$ cat src/rtl/pfbm_pkg.sv
// Package with timing, command and carrier types for the flash bus host controller.
package pfbm_pkg;

  // ---------------------------------------------------------------------------
  // Clock and timing
  // ---------------------------------------------------------------------------
  localparam int CLK_PERIOD_PS          = 4000;
  localparam int ADDRESS_ACCESS_TIME_NS = 70;
  localparam int CE_ACCESS_TIME_NS      = 70;
  localparam int WRITE_PULSE_NS         = 35;
  localparam int WRITE_HIGH_NS          = 30;
  localparam int OE_HIGH_HOLD_NS        = 10;
  localparam int MIN_RESET_PULSE_NS     = 500;
  localparam int RESET_RECOVERY_TIME_NS = 50;
  localparam int SLEEP_ENTRY_EXTRA_NS   = 30;

  // Least times round up to whole cycles.
  localparam int ACC_CYC   = (ADDRESS_ACCESS_TIME_NS * 1000 + CLK_PERIOD_PS - 1) / CLK_PERIOD_PS;
  localparam int CE_CYC    = (CE_ACCESS_TIME_NS * 1000 + CLK_PERIOD_PS - 1) / CLK_PERIOD_PS;
  localparam int WP_CYC    = (WRITE_PULSE_NS * 1000 + CLK_PERIOD_PS - 1) / CLK_PERIOD_PS;
  localparam int WH_CYC    = (WRITE_HIGH_NS * 1000 + CLK_PERIOD_PS - 1) / CLK_PERIOD_PS;
  localparam int OEH_CYC   = (OE_HIGH_HOLD_NS * 1000 + CLK_PERIOD_PS - 1) / CLK_PERIOD_PS;
  localparam int RP_CYC    = (MIN_RESET_PULSE_NS * 1000 + CLK_PERIOD_PS - 1) / CLK_PERIOD_PS;
  localparam int RH_CYC    = (RESET_RECOVERY_TIME_NS * 1000 + CLK_PERIOD_PS - 1) / CLK_PERIOD_PS;
  localparam int CNT_W     = 8;

  // ---------------------------------------------------------------------------
  // Command bus encodings
  // ---------------------------------------------------------------------------
  localparam logic [11:0] UNLOCK1_ADDR = 12'h555;
  localparam logic [11:0] UNLOCK2_ADDR = 12'h2aa;
  localparam logic [7:0]  UNLOCK1_DATA = 8'haa;
  localparam logic [7:0]  UNLOCK2_DATA = 8'h55;
  localparam logic [7:0]  PROG_DATA    = 8'ha0;
  localparam logic [7:0]  ERASE_DATA   = 8'h80;
  localparam logic [7:0]  CHIP_DATA    = 8'h10;
  localparam logic [7:0]  SECT_DATA    = 8'h30;
  localparam logic [7:0]  IDENT_DATA   = 8'h90;
  localparam logic [7:0]  BYPASS_DATA  = 8'h20;
  localparam logic [7:0]  EXIT1_DATA   = 8'h90;
  localparam logic [7:0]  EXIT2_DATA   = 8'h00;
  localparam logic [7:0]  RESET_DATA   = 8'hf0;
  localparam int          SECT_LSB     = 15;

  typedef enum logic [3:0] {
    PFBM_OP_READ     = 4'h0,
    PFBM_OP_WRITE    = 4'h1,
    PFBM_OP_PROGRAM  = 4'h2,
    PFBM_OP_FASTPROG = 4'h3,
    PFBM_OP_SECTOR   = 4'h4,
    PFBM_OP_CHIP     = 4'h5,
    PFBM_OP_IDENT    = 4'h6,
    PFBM_OP_STATUS   = 4'h7,
    PFBM_OP_BYPASS   = 4'h8,
    PFBM_OP_UNBYPASS = 4'h9,
    PFBM_OP_RESET    = 4'ha,
    PFBM_OP_SECT_ADD = 4'hb
  } pfbm_op_e;

  // Request from the user side.
  typedef struct packed {
    pfbm_op_e    op;
    logic [21:0] addr;
    logic [15:0] data;
  } pfbm_req_s;

  // Pins toward the flash.
  typedef struct packed {
    logic        ce_n;
    logic        oe_n;
    logic        we_n;
    logic        reset_n;
    logic        byte_n;
    logic        accel_high_voltage;
    logic [20:0] addr;
    logic [15:0] dq_out;
    logic [15:0] dq_oe;
  } pfbm_pins_s;

endpackage

$ cat src/rtl/pfbm_sync.sv
// Three-stage input synchroniser with second/third agreement filter.
`timescale 1ns/1ps
`default_nettype none

module pfbm_sync #(
  parameter logic RESET_VAL = 1'b0
) (
  // Clock and reset
  input  wire logic ref_clk,
  input  wire logic rst,
  // Data
  input  wire logic d_in,
  output var  logic q_out
);

  logic s1_ff;
  logic s2_ff;
  logic s3_ff;

  always_ff @(posedge ref_clk or posedge rst)
  begin
    if (rst)
    begin
      s1_ff <= RESET_VAL;
      s2_ff <= RESET_VAL;
      s3_ff <= RESET_VAL;
    end
    else
    begin
      s1_ff <= d_in;
      s2_ff <= s1_ff;
      s3_ff <= s2_ff;
    end
  end

  // A change counts once the second and third stages agree.
  always_ff @(posedge ref_clk or posedge rst)
  begin
    if (rst)
      q_out <= RESET_VAL;
    else if (s2_ff == s3_ff)
      q_out <= s3_ff;
  end

endmodule

`default_nettype wire

$ cat src/rtl/pfbm_host.sv
// Host controller that drives a parallel NOR flash through its bus pins.
`timescale 1ns/1ps
`default_nettype none

module pfbm_host (
  // Clock and reset
  input  wire logic                 ref_clk,
  input  wire logic                 rst,
  // User request
  input  wire logic                 req_valid,
  input  wire pfbm_pkg::pfbm_req_s  req,
  input  wire logic                 byte_mode,
  input  wire logic                 hw_reset_req,
  output var  logic                 req_ready,
  output var  logic                 rsp_valid,
  output var  logic [15:0]          rsp_data,
  output var  logic                 fast_mode,
  // Flash pins
  output var  pfbm_pkg::pfbm_pins_s pins,
  input  wire logic [15:0]          dq_in,
  input  wire logic                 ready_busy_out
);

  typedef enum logic [3:0] {
    S_IDLE  = 4'b0000,
    S_SETUP = 4'b0001,
    S_WLOW  = 4'b0011,
    S_WHIGH = 4'b0010,
    S_RWAIT = 4'b0110,
    S_RDONE = 4'b0111,
    S_RSTLO = 4'b0101,
    S_RSTHI = 4'b0100,
    S_RSTRC = 4'b1100
  } pfbm_state_e;

  pfbm_state_e               state_ff;
  logic [pfbm_pkg::CNT_W-1:0] cnt_ff;
  logic [2:0]                 step_ff;
  logic [2:0]                 nsteps_ff;
  logic                       is_read_ff;
  logic                       bypass_ff;
  logic                       rb_sync;
  pfbm_pkg::pfbm_req_s        cur_ff;
  logic [11:0]                wa;
  logic [7:0]                 wd;
  logic [7:0]                 wdh;
  logic                       use_addr;
  logic [20:0]                last_addr_ff;

  pfbm_sync #(.RESET_VAL(1'b1)) u_rb (
    .ref_clk (ref_clk),
    .rst     (rst),
    .d_in    (ready_busy_out),
    .q_out   (rb_sync)
  );

  // ---------------------------------------------------------------------------
  // Cycle contents of each command sequence
  // ---------------------------------------------------------------------------
  always_comb
  begin
    wa = pfbm_pkg::UNLOCK1_ADDR;
    wd = pfbm_pkg::UNLOCK1_DATA;
    wdh = 8'h00;
    use_addr = 1'b0;
    case (cur_ff.op)
      pfbm_pkg::PFBM_OP_FASTPROG:
      begin
        wd = pfbm_pkg::PROG_DATA;
        if (step_ff == 3'h1)
        begin
          wa = cur_ff.addr[11:0];
          wd = cur_ff.data[7:0];
          wdh = cur_ff.data[15:8];
          use_addr = 1'b1;
        end
      end
      pfbm_pkg::PFBM_OP_UNBYPASS:
        wd = (step_ff == 3'h0) ? pfbm_pkg::EXIT1_DATA : pfbm_pkg::EXIT2_DATA;
      pfbm_pkg::PFBM_OP_RESET, pfbm_pkg::PFBM_OP_WRITE:
      begin
        wa = cur_ff.addr[11:0];
        wd = (cur_ff.op == pfbm_pkg::PFBM_OP_RESET) ? pfbm_pkg::RESET_DATA : cur_ff.data[7:0];
      end
      pfbm_pkg::PFBM_OP_SECT_ADD:
      begin
        wa = cur_ff.addr[11:0];
        wd = pfbm_pkg::SECT_DATA;
        use_addr = 1'b1;
      end
      default:
      begin
        case (step_ff)
          3'h1, 3'h4:
          begin
            wa = pfbm_pkg::UNLOCK2_ADDR;
            wd = pfbm_pkg::UNLOCK2_DATA;
          end
          3'h2:
          begin
            case (cur_ff.op)
              pfbm_pkg::PFBM_OP_PROGRAM: wd = pfbm_pkg::PROG_DATA;
              pfbm_pkg::PFBM_OP_IDENT:   wd = pfbm_pkg::IDENT_DATA;
              pfbm_pkg::PFBM_OP_BYPASS:  wd = pfbm_pkg::BYPASS_DATA;
              default:                   wd = pfbm_pkg::ERASE_DATA;
            endcase
          end
          3'h3:
          begin
            if (cur_ff.op == pfbm_pkg::PFBM_OP_PROGRAM)
            begin
              wa = cur_ff.addr[11:0];
              wd = cur_ff.data[7:0];
              wdh = cur_ff.data[15:8];
              use_addr = 1'b1;
            end
          end
          3'h5:
          begin
            if (cur_ff.op == pfbm_pkg::PFBM_OP_SECTOR)
            begin
              use_addr = 1'b1;
              wd = pfbm_pkg::SECT_DATA;
            end
            else
              wd = pfbm_pkg::CHIP_DATA;
          end
          default:
          begin
            wa = pfbm_pkg::UNLOCK1_ADDR;
          end
        endcase
      end
    endcase
  end

  // ---------------------------------------------------------------------------
  // Bus sequencer
  // ---------------------------------------------------------------------------
  always_ff @(posedge ref_clk or posedge rst)
  begin
    if (rst)
    begin
      state_ff   <= S_RSTLO;
      cnt_ff     <= '0;
      step_ff    <= '0;
      nsteps_ff  <= '0;
      is_read_ff <= 1'b0;
      cur_ff     <= '0;
    end
    else
    begin
      case (state_ff)
        S_IDLE:
        begin
          if (hw_reset_req)
          begin
            state_ff <= S_RSTLO;
            cnt_ff   <= '0;
          end
          else if (req_valid)
          begin
            cur_ff     <= req;
            step_ff    <= '0;
            is_read_ff <= (req.op == pfbm_pkg::PFBM_OP_READ) || (req.op == pfbm_pkg::PFBM_OP_STATUS);
            case (req.op)
              pfbm_pkg::PFBM_OP_PROGRAM, pfbm_pkg::PFBM_OP_IDENT,
              pfbm_pkg::PFBM_OP_BYPASS:                               nsteps_ff <= 3'h3;
              pfbm_pkg::PFBM_OP_SECTOR, pfbm_pkg::PFBM_OP_CHIP:       nsteps_ff <= 3'h5;
              pfbm_pkg::PFBM_OP_FASTPROG, pfbm_pkg::PFBM_OP_UNBYPASS: nsteps_ff <= 3'h1;
              default:                                                nsteps_ff <= 3'h0;
            endcase
            cnt_ff   <= '0;
            state_ff <= S_SETUP;
          end
        end
        S_SETUP:
        begin
          cnt_ff   <= '0;
          state_ff <= is_read_ff ? S_RWAIT : S_WLOW;
        end
        S_WLOW:
        begin
          cnt_ff <= cnt_ff + 1'b1;
          if (cnt_ff == pfbm_pkg::CNT_W'(pfbm_pkg::WP_CYC - 1))
          begin
            cnt_ff   <= '0;
            state_ff <= S_WHIGH;
          end
        end
        S_WHIGH:
        begin
          cnt_ff <= cnt_ff + 1'b1;
          if (cnt_ff == pfbm_pkg::CNT_W'(pfbm_pkg::WH_CYC - 1))
          begin
            cnt_ff <= '0;
            if (step_ff == nsteps_ff)
              state_ff <= S_RDONE;
            else
            begin
              step_ff  <= step_ff + 3'h1;
              state_ff <= S_WLOW;
            end
          end
        end
        S_RWAIT:
        begin
          // Access time covers both chip-select and address access.
          cnt_ff <= cnt_ff + 1'b1;
          if (cnt_ff == pfbm_pkg::CNT_W'(pfbm_pkg::CE_CYC + 1))
          begin
            cnt_ff   <= '0;
            state_ff <= S_RDONE;
          end
        end
        S_RDONE:
        begin
          cnt_ff <= cnt_ff + 1'b1;
          if (cnt_ff == pfbm_pkg::CNT_W'(pfbm_pkg::OEH_CYC - 1))
          begin
            cnt_ff   <= '0;
            state_ff <= S_IDLE;
          end
        end
        S_RSTLO:
        begin
          cnt_ff <= cnt_ff + 1'b1;
          if (cnt_ff == pfbm_pkg::CNT_W'(pfbm_pkg::RP_CYC - 1))
          begin
            cnt_ff   <= '0;
            state_ff <= S_RSTHI;
          end
        end
        S_RSTHI:
        begin
          if (rb_sync)
            state_ff <= S_RSTRC;
        end
        S_RSTRC:
        begin
          cnt_ff <= cnt_ff + 1'b1;
          if (cnt_ff == pfbm_pkg::CNT_W'(pfbm_pkg::RH_CYC - 1))
          begin
            cnt_ff   <= '0;
            state_ff <= S_IDLE;
          end
        end
        default:
          state_ff <= S_RSTLO;
      endcase
    end
  end

  // ---------------------------------------------------------------------------
  // Fast mode tracking and acceleration pin
  // ---------------------------------------------------------------------------
  always_ff @(posedge ref_clk or posedge rst)
  begin
    if (rst)
      bypass_ff <= 1'b0;
    else if (state_ff == S_RSTLO)
      bypass_ff <= 1'b0;
    else if (state_ff == S_RDONE && cnt_ff == '0 && cur_ff.op == pfbm_pkg::PFBM_OP_BYPASS)
      bypass_ff <= 1'b1;
    else if (state_ff == S_RDONE && cnt_ff == '0 && cur_ff.op == pfbm_pkg::PFBM_OP_UNBYPASS)
      bypass_ff <= 1'b0;
  end

  assign fast_mode = bypass_ff;

  // ---------------------------------------------------------------------------
  // Pin drivers
  // ---------------------------------------------------------------------------
  always_ff @(posedge ref_clk or posedge rst)
  begin
    if (rst)
    begin
      pins         <= '0;
      pins.ce_n    <= 1'b1;
      pins.oe_n    <= 1'b1;
      pins.we_n    <= 1'b1;
      pins.byte_n  <= 1'b1;
      last_addr_ff <= '0;
    end
    else
    begin
      pins.reset_n <= !(state_ff == S_RSTLO);
      pins.byte_n  <= !byte_mode;
      // Acceleration voltage only while an accelerated program runs.
      pins.accel_high_voltage <= (cur_ff.op == pfbm_pkg::PFBM_OP_FASTPROG) && !bypass_ff &&
                                 (state_ff == S_SETUP || state_ff == S_WLOW || state_ff == S_WHIGH);
      // Deselect in idle; device finishes any running operation itself.
      pins.ce_n <= !(state_ff == S_SETUP || state_ff == S_WLOW || state_ff == S_WHIGH ||
                     state_ff == S_RWAIT);
      pins.we_n <= !(state_ff == S_WLOW);
      pins.oe_n <= !(state_ff == S_RWAIT);
      if (state_ff == S_WLOW || state_ff == S_WHIGH)
      begin
        // Data and sector cycles carry the full word address of the request.
        pins.addr   <= use_addr ? cur_ff.addr[21:1] : {9'h000, wa};
        pins.dq_out <= byte_mode ? {cur_ff.addr[0], 7'h00, wd} : {wdh, wd};
        pins.dq_oe  <= byte_mode ? 16'h80ff : 16'hffff;
      end
      else
      begin
        pins.dq_oe <= '0;
        if (state_ff == S_SETUP)
        begin
          pins.addr    <= cur_ff.addr[21:1];
          last_addr_ff <= cur_ff.addr[21:1];
          // Lowest byte address travels on the top data pin in byte mode.
          pins.dq_out[15] <= cur_ff.addr[0];
          pins.dq_oe[15]  <= byte_mode;
        end
        else if (state_ff == S_RWAIT)
        begin
          pins.dq_out[15] <= cur_ff.addr[0];
          pins.dq_oe[15]  <= byte_mode;
        end
      end
    end
  end

  // ---------------------------------------------------------------------------
  // User side answer
  // ---------------------------------------------------------------------------
  always_ff @(posedge ref_clk or posedge rst)
  begin
    if (rst)
    begin
      req_ready <= 1'b0;
      rsp_valid <= 1'b0;
      rsp_data  <= '0;
    end
    else
    begin
      req_ready <= (state_ff == S_IDLE) && !req_valid && !hw_reset_req;
      rsp_valid <= (state_ff == S_RWAIT) && (cnt_ff == pfbm_pkg::CNT_W'(pfbm_pkg::CE_CYC + 1));
      if ((state_ff == S_RWAIT) && (cnt_ff == pfbm_pkg::CNT_W'(pfbm_pkg::CE_CYC + 1)))
        rsp_data <= (byte_mode || cur_ff.op == pfbm_pkg::PFBM_OP_STATUS) ?
                    {8'h00, dq_in[7:0]} : dq_in;
    end
  end

  a_rst_pulse_len: assert property (@(posedge ref_clk) disable iff (rst)
    $rose(pins.reset_n) |-> $past(!pins.reset_n, pfbm_pkg::RP_CYC))
    else $error("reset pulse too short");
  a_write_oe_high: assert property (@(posedge ref_clk) disable iff (rst)
    !pins.we_n |-> pins.oe_n && !pins.ce_n)
    else $error("write with output enable low");
  a_read_we_high: assert property (@(posedge ref_clk) disable iff (rst)
    !pins.oe_n |-> pins.we_n && !pins.ce_n && pins.dq_oe[14:0] == '0)
    else $error("read while driving data or writing");
  a_ready_after_rst: assert property (@(posedge ref_clk) disable iff (rst)
    (state_ff == S_RSTHI && !rb_sync) |=> state_ff == S_RSTHI)
    else $error("left reset while busy");
  a_recovery_wait: assert property (@(posedge ref_clk) disable iff (rst)
    $rose(pins.reset_n) |-> ##1 pins.oe_n [*8])
    else $error("read too soon after reset");
  a_read_access: assert property (@(posedge ref_clk) disable iff (rst)
    rsp_valid |-> $past(!pins.oe_n, 2) && $past(!pins.oe_n, pfbm_pkg::CE_CYC))
    else $error("data sampled before access time");
  a_accel_only_prog: assert property (@(posedge ref_clk) disable iff (rst)
    pins.accel_high_voltage |-> cur_ff.op == pfbm_pkg::PFBM_OP_FASTPROG)
    else $error("acceleration voltage outside program");
  a_byte_tristate: assert property (@(posedge ref_clk) disable iff (rst)
    !pins.byte_n |-> pins.dq_oe[14:8] == '0)
    else $error("middle data pins driven in byte mode");

  c_read: cover property (@(posedge ref_clk) rsp_valid);
  c_fast: cover property (@(posedge ref_clk) $rose(bypass_ff));
  c_reset: cover property (@(posedge ref_clk) $rose(pins.reset_n));
  c_write: cover property (@(posedge ref_clk) $fell(pins.we_n));

endmodule

`default_nettype wire

$ cat config.mk
export PLATFORM = sky130hd
export DESIGN_NAME = pfbm_host
export DESIGN_NICKNAME = d
export VERILOG_FILES = /design/src/rtl/pfbm_pkg.sv /design/src/rtl/pfbm_sync.sv /design/src/rtl/pfbm_host.sv
export SDC_FILE = /design/constraint.sdc
export NUM_CORES = 1
export LEC_CHECK = 0
export BUFFER_PORTS_ARGS = -buffer_cell sky130_fd_sc_hd__buf_2
export CAP_MARGIN = 20
export CORE_ASPECT_RATIO = 1.75
export CORE_MARGIN = 5
export CORE_UTILIZATION = 60
export CTS_BUF_LIST = sky130_fd_sc_hd__clkbuf_8
export CTS_CLUSTER_SIZE = 30
export DETAILED_ROUTE_END_ITERATION = 10
export PLACE_DENSITY = 0.88
export SYNTH_ARGS = -nofsm -noshare
export SYNTH_HDL_FRONTEND = slang
export SYNTH_HIERARCHICAL = 1
export SYNTH_SLANG_ARGS = --single-unit
export TNS_END_PERCENT = 100
$ cat constraint.sdc
create_clock -name ref_clk -period 7.15 [get_ports ref_clk]
set_clock_uncertainty 0.1 [all_clocks]
set_input_delay 1.43 -clock ref_clk [delete_from_list [all_inputs] [get_ports ref_clk]]
set_output_delay 1.43 -clock ref_clk [all_outputs]
set_load 0.005 [all_outputs]
==> impl_metrics.toml, run 1 <==
[run_status]
status = "finished, final reports clean"

[final_layout]
drive_gt1_frac = 0.323
antenna-diode-count = 0
layout-area-overhead-vs-synth_pct = 16.9
fill_cells = 725
fin_nets = 811
finish.utilization = 0.713
non_filler_instance_count_after_layout = 879
postLayoutCellArea_um2 = 7300

[setup_path]
critPathMaxFanout = 28
cp_max_stage_delay_ns = 0.79
crit_path_cell_trace = "or3b_2, a41oi_1, and3_1, o2111a_1, o21ai_0"
rr_worst_depth = 5
critical-path-slowest-cell = "sky130_fd_sc_hd__or3b_2"
worstPathArrival_ns = 3.30
critPathCaptureType = "register"
crit_family = "simple AND/OR/NAND/NOR gates"
reg2reg_from = "state_ff[3]"
critical_path.reg2reg.endpoint = "pins[40]"
ff2ff_setup_slack_ns = 4.06
critical_path_buffers_and_inverters = 0
timing_worst_setup_path_type = "register to register"
critical_path.startpoint_type = "register"
worst_ep_required_time_ns = 7.35

[logic_synthesis]
yosys.area_share.adder = 0.0178
combinational_family_with_the_most_area_after_synthesis = "simple AND/OR/NAND/NOR gates"
synth_fp_nets = 698
synth_cell_area_um2 = 6240
ys_ff_latch = 130
yosys.area_share.xor_xnor = 0.00561
top_area_cell_type_share_of_the_netlist_area = 0.481
synth_edf_count = 0
ys_seq_area_frac = 0.523
synth_flop_cell = "sky130_fd_sc_hd__dfrtp_1"
yosys.cell_types.count = 59
ys_async_sr_fraction = 1.00
postSynthAreaPerCell_um2 = 9.97
synth.top_cells.by_area = "sky130_fd_sc_hd__dfrtp_1 (48%), sky130_fd_sc_hd__mux2_2 (7.8%), sky130_fd_sc_hd__nand2_1 (6.6%), sky130_fd_sc_hd__o21ai_0 (5.5%), sky130_fd_sc_hd__dfstp_2 (4.2%)"
post_synth_mux_area_share = 0.0856
synth-compound-area-share = 0.156
synthSimpleGateAreaFrac = 0.157
synth.largest_area_cell = "sky130_fd_sc_hd__dfrtp_1"
synthesis.instances = 626
synthesis.yosys.warnings = 6

[detailed_routing]
drtAntennaViolNets = 0
viasPerCell = 5.74
detailedRoute.firstPassIterationCount = 6
dr_wl_met3_um = 660
wirelength_met1_um = 5440
route.detailed.wl_per_inst_um = 16.9
routed-wl-met2_um = 8300
remaining_drc_errors = 0
detailed_route_via_count = 5044
top_signal_layer_used = "met4"
postRouteWirelength_um = 14900
detailedRoute.firstIterationViolations = 474

[clock_network]
cts.htree.levels = 4
tritoncts_clock_tree = "yes"
insertion_delay_ns = 0.43
clk_path_buf_depth = 2
post_cts_buffers = 0
post_cts.resized_instances = 0
tritoncts_num_sinks = 130
clk_pin_slew_ns = 0.08
clock_tree.root_cell = "sky130_fd_sc_hd__clkbuf_8"
hold_buffers = 0
tritoncts.num_buffers = 17

[timing]
timing.max_slew.rel_slack = 0.364
finalWorstPathRequiredPeriod_ns = 3.09
setup_viol_count_final = 0
timing_max_transition_violations_final = 0
timing.fmax_mhz = 323
timing_worst_slew_pin_value_ns = 0.941
grt_setup_unrepaired = "false"
totalNegativeSetupSlack_ns = 0
period_share = 0.432
hold_viol = 0

[placement]
post-place-cells = 844
placed_wire_length_estimate_um = 10800
routabilityCongestion = 0.883
placed_cell_area_um2 = 6890
portBuffers = 141

[global_routing]
grt.total_usage = 0.249
grt.overflow.total = 0
wire_length_of_the_first_global_routing_pass_um = 24900
grt_max_degree = 83
number_of_antenna_violations_at_the_first_check_in_global_routing = 0
vias_in_the_first_global_route = 5181

[power]
power.density_nw_per_um2 = 186
leakage_nw = 3.48
total_power_w = 0.00135
peakVddDrop_uv = 189

[min_path]
worstHoldStart = "u_rb/s1_ff"
hold-path-endpoint = "u_rb/s2_ff"
number_of_cells_on_the_worst_hold_path = 0
hold_class = "register to register"

[die]
core_area_um2 = 10200
initial_utilization = 0.610
design.die.area_um2 = 12600
ioPinCount = 142
die_width_um = 87.1
core.rowCount = 49
die_h_um = 145

[run]
maxCapViolations = 0
[cell usage in the layout, fill, tap and decap left out, types with 5 or more instances in the layout]
master,netlist,routed
sky130_fd_sc_hd__inv_1,24,25
sky130_fd_sc_hd__a31oi_1,5,5
sky130_fd_sc_hd__mux2_2,43,43
sky130_fd_sc_hd__clkbuf_8,0,18
sky130_fd_sc_hd__a22o_1,11,11
sky130_fd_sc_hd__a21oi_1,21,21
sky130_fd_sc_hd__ha_1,8,8
sky130_fd_sc_hd__a21o_1,5,5
sky130_fd_sc_hd__mux2i_1,5,5
sky130_fd_sc_hd__nand2_1,109,109
sky130_fd_sc_hd__nor3_1,6,5
sky130_fd_sc_hd__buf_2,2,141
sky130_fd_sc_hd__nor2_1,18,18
sky130_fd_sc_hd__nor2b_1,9,9
sky130_fd_sc_hd__o21ai_0,68,67
sky130_fd_sc_hd__nand3_1,19,19
sky130_fd_sc_hd__or3_1,8,8
sky130_fd_sc_hd__dfrtp_1,120,120
sky130_fd_sc_hd__nand2b_1,6,6
sky130_fd_sc_hd__o2111a_1,6,6
sky130_fd_sc_hd__dfstp_2,10,10
sky130_fd_sc_hd__o31ai_1,7,7
[kinds of logic (layout without fill, tap and decap cells)]
group	after synthesis	count (layout)
multiplexers	48	48
AO/OA/AOI/OAI	152	152
adder cells (fa/ha/maj)	9	9
flip-flops	130	130
AND/OR/NAND/NOR	206	206
buffers and inverters	77	203
XOR/XNOR	4	4
[how the worst max path moves through the flow]
| stage | from | end | slack, ns | depth (start not counted) |
|---|---|---|---|---|
| after CTS | state_ff[3] | pins[34] | 4.08 | 5 |
| after detailed placement | hw_reset_req | cnt_ff[6] | 3.74 | 6 |
| after global routing | state_ff[3] | pins[34] | 3.80 | 5 |
| final | state_ff[3] | pins[40] | 4.06 | 5 |
| after floorplan | rst | cnt_ff[0] | 2.27 | 1 |
| after global placement | hw_reset_req | cnt_ff[7] | 3.83 | 6 |
[cells in the mapped netlist, types with 5 or more instances]
master,count
sky130_fd_sc_hd__a31oi_1,5
sky130_fd_sc_hd__o31ai_1,7
sky130_fd_sc_hd__mux2i_1,5
sky130_fd_sc_hd__a21oi_1,21
sky130_fd_sc_hd__dfstp_2,10
sky130_fd_sc_hd__nand3_1,19
sky130_fd_sc_hd__nand2_1,109
sky130_fd_sc_hd__nor3_1,6
sky130_fd_sc_hd__nor2b_1,9
sky130_fd_sc_hd__buf_4,13
sky130_fd_sc_hd__ha_1,8
sky130_fd_sc_hd__o2111a_1,6
sky130_fd_sc_hd__clkbuf_1,34
sky130_fd_sc_hd__a22o_1,11
sky130_fd_sc_hd__inv_1,24
sky130_fd_sc_hd__mux2_2,43
sky130_fd_sc_hd__or3_1,8
sky130_fd_sc_hd__nor2_1,18
sky130_fd_sc_hd__dfrtp_1,120
sky130_fd_sc_hd__nand2b_1,6
sky130_fd_sc_hd__a21o_1,5
sky130_fd_sc_hd__o21ai_0,68
[layer usage]
metal | vias to the layer above | track usage
met4 | 0 | 0.118
met1 | 2452 | 0.276
met5 | - | 0
met2 | 147 | 0.435
met3 | 37 | 0.0613
li1 | 2408 | -
[sequential cells by signal (all words and copies together) (netlist names)]
name,cells
cur_ff,42
u_rb/q_out,1
is_read_ff,1
u_rb/s1_ff,1
u_rb/s3_ff,1
rsp_data,16
nsteps_ff,3
rsp_valid,1
step_ff,3
fast_mode,1
cnt_ff,8
state_ff,4
req_ready,1
u_rb/s2_ff,1
pins,46
[cell type report]
type                            count  area [um^2]  area share
Inverter                           24         92.6      0.0127
Multi-Input combinational cell    419         2640       0.362
Sequential cell                   130         3270       0.448
Tap cell                          127          159      0.0218
Clock inverter                     14          118      0.0161
Clock buffer                       18          248      0.0340
Timing Repair Buffer              147          774       0.106
[stage by stage]
| step | setup slack (ns) | hold WS, ns |
|---|---|---|
| 2_1_floorplan | 2.27 | 0.245 |
| 3_3_place_gp | 3.83 | 0.246 |
| 3_5_place_dp | 3.74 | 0.250 |
| 4_1_cts | 4.08 | 0.260 |
| 5_1_grt | 3.80 | 0.261 |
| 6_report | 4.06 | 0.259 |
[where the power goes]
| part | total (W) | switching (W) | leakage [nW] | internal, W |
|---|---|---|---|---|
| clock network | 0.000571 | 0.000290 | 0.183 | 0.000281 |
| logic | 0.0000431 | 0.0000251 | 1.71 | 0.0000180 |
| registers | 0.000740 | 0.00000133 | 1.59 | 0.000738 |
(Power assumes the default switching activity.)
==> inputs of run 2 (changes only) <==
--- a/config.mk
+++ b/config.mk
@@ -9,11 +9,11 @@
 export CAP_MARGIN = 20
 export CORE_ASPECT_RATIO = 1.75
 export CORE_MARGIN = 5
-export CORE_UTILIZATION = 60
+export CORE_UTILIZATION = 56
 export CTS_BUF_LIST = sky130_fd_sc_hd__clkbuf_8
 export CTS_CLUSTER_SIZE = 30
 export DETAILED_ROUTE_END_ITERATION = 10
-export PLACE_DENSITY = 0.88
+export PLACE_DENSITY = 0.83
 export SYNTH_ARGS = -nofsm -noshare
 export SYNTH_HDL_FRONTEND = slang
 export SYNTH_HIERARCHICAL = 1
==> constraint.sdc (replaced) <==
create_clock -name ref_clk -period 3.1 [get_ports ref_clk]
set_clock_uncertainty 0.1 [all_clocks]
set_input_delay 0.62 -clock ref_clk [delete_from_list [all_inputs] [get_ports ref_clk]]
set_output_delay 0.62 -clock ref_clk [all_outputs]
set_load 0.005 [all_outputs]
==> run 2 against run 1 <==
Combinational power grew 130%. Critical path depth is the same. Die area grew 6.5%. First-iteration DRC count shrank 32%. Sequential share of layout area shrank 0.81 points. Largest cell class unchanged. Highest routed layer unchanged.
==> impl_metrics.toml, run 2 (synthesized netlist as in run 1, its figures left out) <==
[die]
core_area_um2 = 11000
die_width_um = 89.8
initial_utilization = 0.565
design.die.area_um2 = 13400
core.rowCount = 51
ioPinCount = 142
die_h_um = 150

[placement]
routabilityCongestion = 0.958
placed_wire_length_estimate_um = 11500
portBuffers = 141
worst_setup_timing_slack_at_the_placement_stage_ns = 0.421
post-place-cells = 863

[power]
power_frac_seq = 0.515
peakVddDrop_uv = 421
clockPowerShare = 0.456
net-switching-power_w = 0.000735
power.share.combinational = 0.030
power_report.internal_total_w = 0.00258
power.density_nw_per_um2 = 446
switching_share = 0.222
leakage_nw = 3.56

[timing]
timing.fmax_mhz = 366
hold-worst-slack_ns = 0.105
timing.final.ws_setup_ns = 0.364
period_share = 0.883
timing.max_slew.rel_slack = 0.420
hold_viol = 0
timing_max_transition_violations_final = 0
totalNegativeSetupSlack_ns = 0
grt_setup_unrepaired = "false"
timing_worst_slew_pin_value_ns = 0.870
setup_viol_count_final = 0
finalWorstPathRequiredPeriod_ns = 2.74

[setup_path]
critical_path.startpoint_type = "register"
worstPathArrival_ns = 2.97
timing_worst_setup_path_type = "register to register"
worst_ep_required_time_ns = 3.33
critPathCaptureType = "register"
critPathMaxFanout = 17

[global_routing]
grt.total_usage = 0.235
vias_in_the_first_global_route = 5380
wire_length_of_the_first_global_routing_pass_um = 25800
number_of_antenna_violations_at_the_first_check_in_global_routing = 0
grt.overflow.total = 0
grt_max_degree = 71

[final_layout]
fill_cells = 859
drive_gt1_frac = 0.333
top_register = "pins"
non_filler_instance_count_after_layout = 895
antenna-diode-count = 0
multi_input_comb_area_um2 = 2640
regArea_um2 = 3270
fin_nets = 822
final_common_cell = "sky130_fd_sc_hd__buf_2"
largest_reg_flops = 46
commonest_cells_after_routing_fill_and_taps_aside = "sky130_fd_sc_hd__buf_2 (141), sky130_fd_sc_hd__dfrtp_1 (120), sky130_fd_sc_hd__nand2_1 (109), sky130_fd_sc_hd__o21ai_0 (67), sky130_fd_sc_hd__mux2_2 (43)"
layout-area-overhead-vs-synth_pct = 19.1
registers_with_the_highest_flip_flop_counts = "pins (46), cur_ff (42), rsp_data (16)"

[detailed_routing]
detailed_route_via_count = 5195
remaining_drc_errors = 0
detailedRoute.firstPassIterationCount = 7
drtAntennaViolNets = 0
postRouteWirelength_um = 15600
detailedRoute.firstIterationViolations = 320
route.detailed.wl_per_inst_um = 17.5
viasPerCell = 5.80

[min_path]
hold_class = "primary input to asynchronous set/reset pin"

[clock_network]
tritoncts.num_buffers = 17
post_cts.resized_instances = 0
clk_pin_slew_ns = 0.08
tritoncts_clock_tree = "yes"
hold_buffers = 0
clk_path_buf_depth = 2
insertion_delay_ns = 0.44
clock_tree.root_cell = "sky130_fd_sc_hd__clkbuf_8"
post_cts_buffers = 0
tritoncts_num_sinks = 130
cts.htree.levels = 4

[run]
maxCapViolations = 0

[run_status]
status = "finished, final reports clean"
## run 2: cell count changes in the layout (fill, tap and decap cells not counted), sizes merged
| cell | delta |
|---|---|
| clkinv | -3 |
| bufinv | +2 |
| buf | +12 |
## run 2: routing by layer
metal	vias to the layer above	share of wire	GRT usage	wire (um)
met4	0	0.040	0.123	622
met3	51	0.046	0.0538	724
met1	2549	0.35	0.249	5540
li1	2425	-	-	-
met2	170	0.56	0.428	8740
met5	-	0	0	0
## run 2: path summary, 6_finish.rpt
check | startpoint | to | slack (ns) | depth (start not counted)
max | state_ff[2] | state_ff[3] | 0.36 | 5
min | rst | pins[46] | 0.11 | 2
max reg2reg | state_ff[2] | state_ff[3] | 0.36 | 5
min reg2reg | u_rb/s1_ff | u_rb/s2_ff | 0.27 | 0
max in group asynchronous | rst | pins[57] | 1.97 | 3
min in group ref_clk | ready_busy_out | u_rb/s1_ff | 0.17 | 1
## run 2: final cells by class
class | count | share of cell area
multi-input combinational | 419 | 0.355
timing repair buffer | 158 | 0.114
sequential | 130 | 0.439
clock inverter | 13 | 0.0215
tap | 132 | 0.0222
inverter | 24 | 0.0126
clock buffer | 19 | 0.0352
## run 2: power groups by stage
stage	Sequential [W]	Combinational, W	Clock (W)
2_1_floorplan	0.00174	0.0000424	0
5_1_grt	0.00171	0.000112	0.00162
6_report	0.00171	0.0000988	0.00151
3_3_place_gp	0.00174	0.0000983	0
4_1_cts	0.00171	0.000102	0.00154
3_5_place_dp	0.00174	0.000101	0
## run 2: worst max-delay path: stages, from the launching register on
cell	delay, ns
sky130_fd_sc_hd__dfstp_2	0.72
sky130_fd_sc_hd__inv_1	0.16
sky130_fd_sc_hd__or4_1	0.55
sky130_fd_sc_hd__o2111ai_1	0.68
sky130_fd_sc_hd__nor3_1	0.21
sky130_fd_sc_hd__o21a_1	0.21
## run 2: metrics by stage
stage | utilization | total power, W | instance area (um^2)
4_1_cts | 0.673 | 0.00334 | 7430
5_1_grt | 0.673 | 0.00344 | 7430
3_3_place_gp | 0.635 | 0.00184 | 7010
3_5_place_dp | 0.635 | 0.00184 | 7010
2_1_floorplan | - | 0.00178 | 6240
6_report | 0.673 | 0.00332 | 7430
==> inputs of run 3 (changes only) <==
--- a/config.mk
+++ b/config.mk
@@ -14,6 +14,7 @@
 export CTS_CLUSTER_SIZE = 30
 export DETAILED_ROUTE_END_ITERATION = 10
 export PLACE_DENSITY = 0.83
+export RECOVER_POWER = 100
 export SYNTH_ARGS = -nofsm -noshare
 export SYNTH_HDL_FRONTEND = slang
 export SYNTH_HIERARCHICAL = 1
==> run 3 against run 2 <==
The run now ends with capacitance limit, slew limit left. Via count grew 0.29%. Sequential share of layout area grew 0.71 points. Register-to-register slack is essentially flat. Setup slack lost 0.0060 ns. Non-clock buffer count is the same. Core utilization shrank 1.1 points. Combinational power shrank 5.0%. Sequential power is essentially flat. Clock power is essentially flat. Largest cell class unchanged. Largest power group unchanged.
==> impl_metrics.toml, run 3 (synthesized netlist as in run 1, its figures left out) <==
[detailed_routing]
route.detailed.wl_per_inst_um = 17.5
detailedRoute.firstIterationViolations = 340
drtAntennaViolNets = 0
detailed_route_via_count = 5210
detailedRoute.firstPassIterationCount = 7
remaining_drc_errors = 0
postRouteWirelength_um = 15700
viasPerCell = 5.82

[power]
power_frac_seq = 0.515
switching_share = 0.223
power.share.combinational = 0.028
net-switching-power_w = 0.000739
peakVddDrop_uv = 431
leakage_nw = 3.39
power_report.internal_total_w = 0.00258
power.density_nw_per_um2 = 453
clockPowerShare = 0.457

[clock_network]
hold_buffers = 0
post_cts.resized_instances = 0
cts.htree.levels = 4
post_cts_buffers = 0
clk_pin_slew_ns = 0.07
clk_path_buf_depth = 2
tritoncts.num_buffers = 17
tritoncts_clock_tree = "yes"
tritoncts_num_sinks = 130
clock_tree.root_cell = "sky130_fd_sc_hd__clkbuf_8"
insertion_delay_ns = 0.45

[setup_path]
worstPathArrival_ns = 3.02
ff2ff_setup_slack_ns = 0.36
reg2reg_from = "state_ff[1]"
worst_ep_required_time_ns = 3.37
critical_path.reg2reg.endpoint = "state_ff[2]"
critPathMaxFanout = 10
timing_worst_setup_path_type = "register to register"
critical_path.startpoint_type = "register"
critPathCaptureType = "register"
rr_worst_depth = 6

[timing]
timing.fmax_mhz = 365
setup_viol_count_final = 0
totalNegativeSetupSlack_ns = 0
timing_worst_slew_pin_value_ns = 1.65
timing_max_transition_violations_final = 71
grt_setup_unrepaired = "false"
hold-worst-slack_ns = 0.151
hold_viol = 0
timing.max_slew.rel_slack = -0.103
period_share = 0.885
finalWorstPathRequiredPeriod_ns = 2.74

[min_path]
hold_class = "primary input to asynchronous set/reset pin"

[final_layout]
drive_gt1_frac = 0.249
postLayoutCellArea_um2 = 7310
fin_nets = 822
antenna-diode-count = 0
commonest_cells_after_routing_fill_and_taps_aside = "sky130_fd_sc_hd__dfrtp_1 (120), sky130_fd_sc_hd__nand2_1 (109), sky130_fd_sc_hd__buf_2 (86), sky130_fd_sc_hd__o21ai_0 (68), sky130_fd_sc_hd__clkbuf_1 (59)"
layout-area-overhead-vs-synth_pct = 17.2
final_common_cell = "sky130_fd_sc_hd__dfrtp_1"
largest_reg_flops = 46
top_register = "pins"
registers_with_the_highest_flip_flop_counts = "pins (46), cur_ff (42), rsp_data (16)"

[global_routing]
grt_util_met2 = 0.428
grt_max_degree = 71
wire_length_of_the_first_global_routing_pass_um = 25800
vias_in_the_first_global_route = 5380
number_of_antenna_violations_at_the_first_check_in_global_routing = 0
grt-busiest-layer = "met2"
grt.overflow.total = 0
met3_usage = 0.0538
gr-usage-met1 = 0.249
grt.total_usage = 0.235

[die]
core_area_um2 = 11000
ioPinCount = 142
die_h_um = 150
design.die.area_um2 = 13400
die_width_um = 89.8
core.rowCount = 51
initial_utilization = 0.565

[run_status]
status = "complete, but fails checks"
violations_in_the_final_reports = "capacitance limit, slew limit"

[placement]
portBuffers = 141
placed_wire_length_estimate_um = 11500
placed_cell_area_um2 = 7010
routabilityCongestion = 0.958

[run]
maxCapViolations = 1
## run 3: worst max path at each step
| stage | cells after the start | end | startpoint | slack, ns |
|---|---|---|---|---|
| 2_1_floorplan | 6 | state_ff[2] | cnt_ff[5] | 0.66 |
| 3_3_place_gp | 5 | state_ff[3] | state_ff[2] | 0.53 |
| 3_5_place_dp | 5 | state_ff[3] | state_ff[2] | 0.42 |
| 4_1_cts | 5 | state_ff[3] | state_ff[2] | 0.41 |
| 5_1_grt | 3 | cur_ff[8] | rst | 0.17 |
| 6_report | 6 | state_ff[2] | state_ff[1] | 0.36 |
## run 3: final cells by class
cell class	instances	area, um^2
timing repair buffer	158	741
clock buffer	19	262
clock inverter	13	160
inverter	24	91.3
sequential	130	3270
tap	132	165
multi-input combinational	419	2630
fill	908	3730
## run 3: worst max-delay path: stages, from the launching register on
cell	delay [ns]
sky130_fd_sc_hd__dfrtp_1	0.47
sky130_fd_sc_hd__clkbuf_1	0.40
sky130_fd_sc_hd__nor2_1	0.23
sky130_fd_sc_hd__a41o_1	0.29
sky130_fd_sc_hd__a221o_1	0.46
sky130_fd_sc_hd__or3_1	0.41
sky130_fd_sc_hd__o31a_1	0.32
## run 3: layer usage
metal | part of all wire | vias up
met4 | 0.039 | 0
met2 | 0.56 | 182
met5 | 0 | -
met3 | 0.049 | 54
li1 | - | 2427
met1 | 0.35 | 2547
## run 3: power groups by stage
stage	Combinational (W)	Clock [W]	Sequential, W
5_1_grt	0.000107	0.00162	0.00171
2_1_floorplan	0.0000424	0	0.00174
3_3_place_gp	0.0000983	0	0.00174
4_1_cts	0.000102	0.00154	0.00171
3_5_place_dp	0.000101	0	0.00174
6_report	0.0000939	0.00152	0.00171
## run 3: metrics by stage
step	std cells	total power [W]	utilization	worst slack [ns]
floorplan	626	0.00178	-	0.658
global placement	863	0.00184	0.635	0.528
detailed placement	863	0.00184	0.635	0.421
CTS	895	0.00334	0.673	0.412
global route	895	0.00343	0.662	0.166
finish	895	0.00332	0.662	0.358
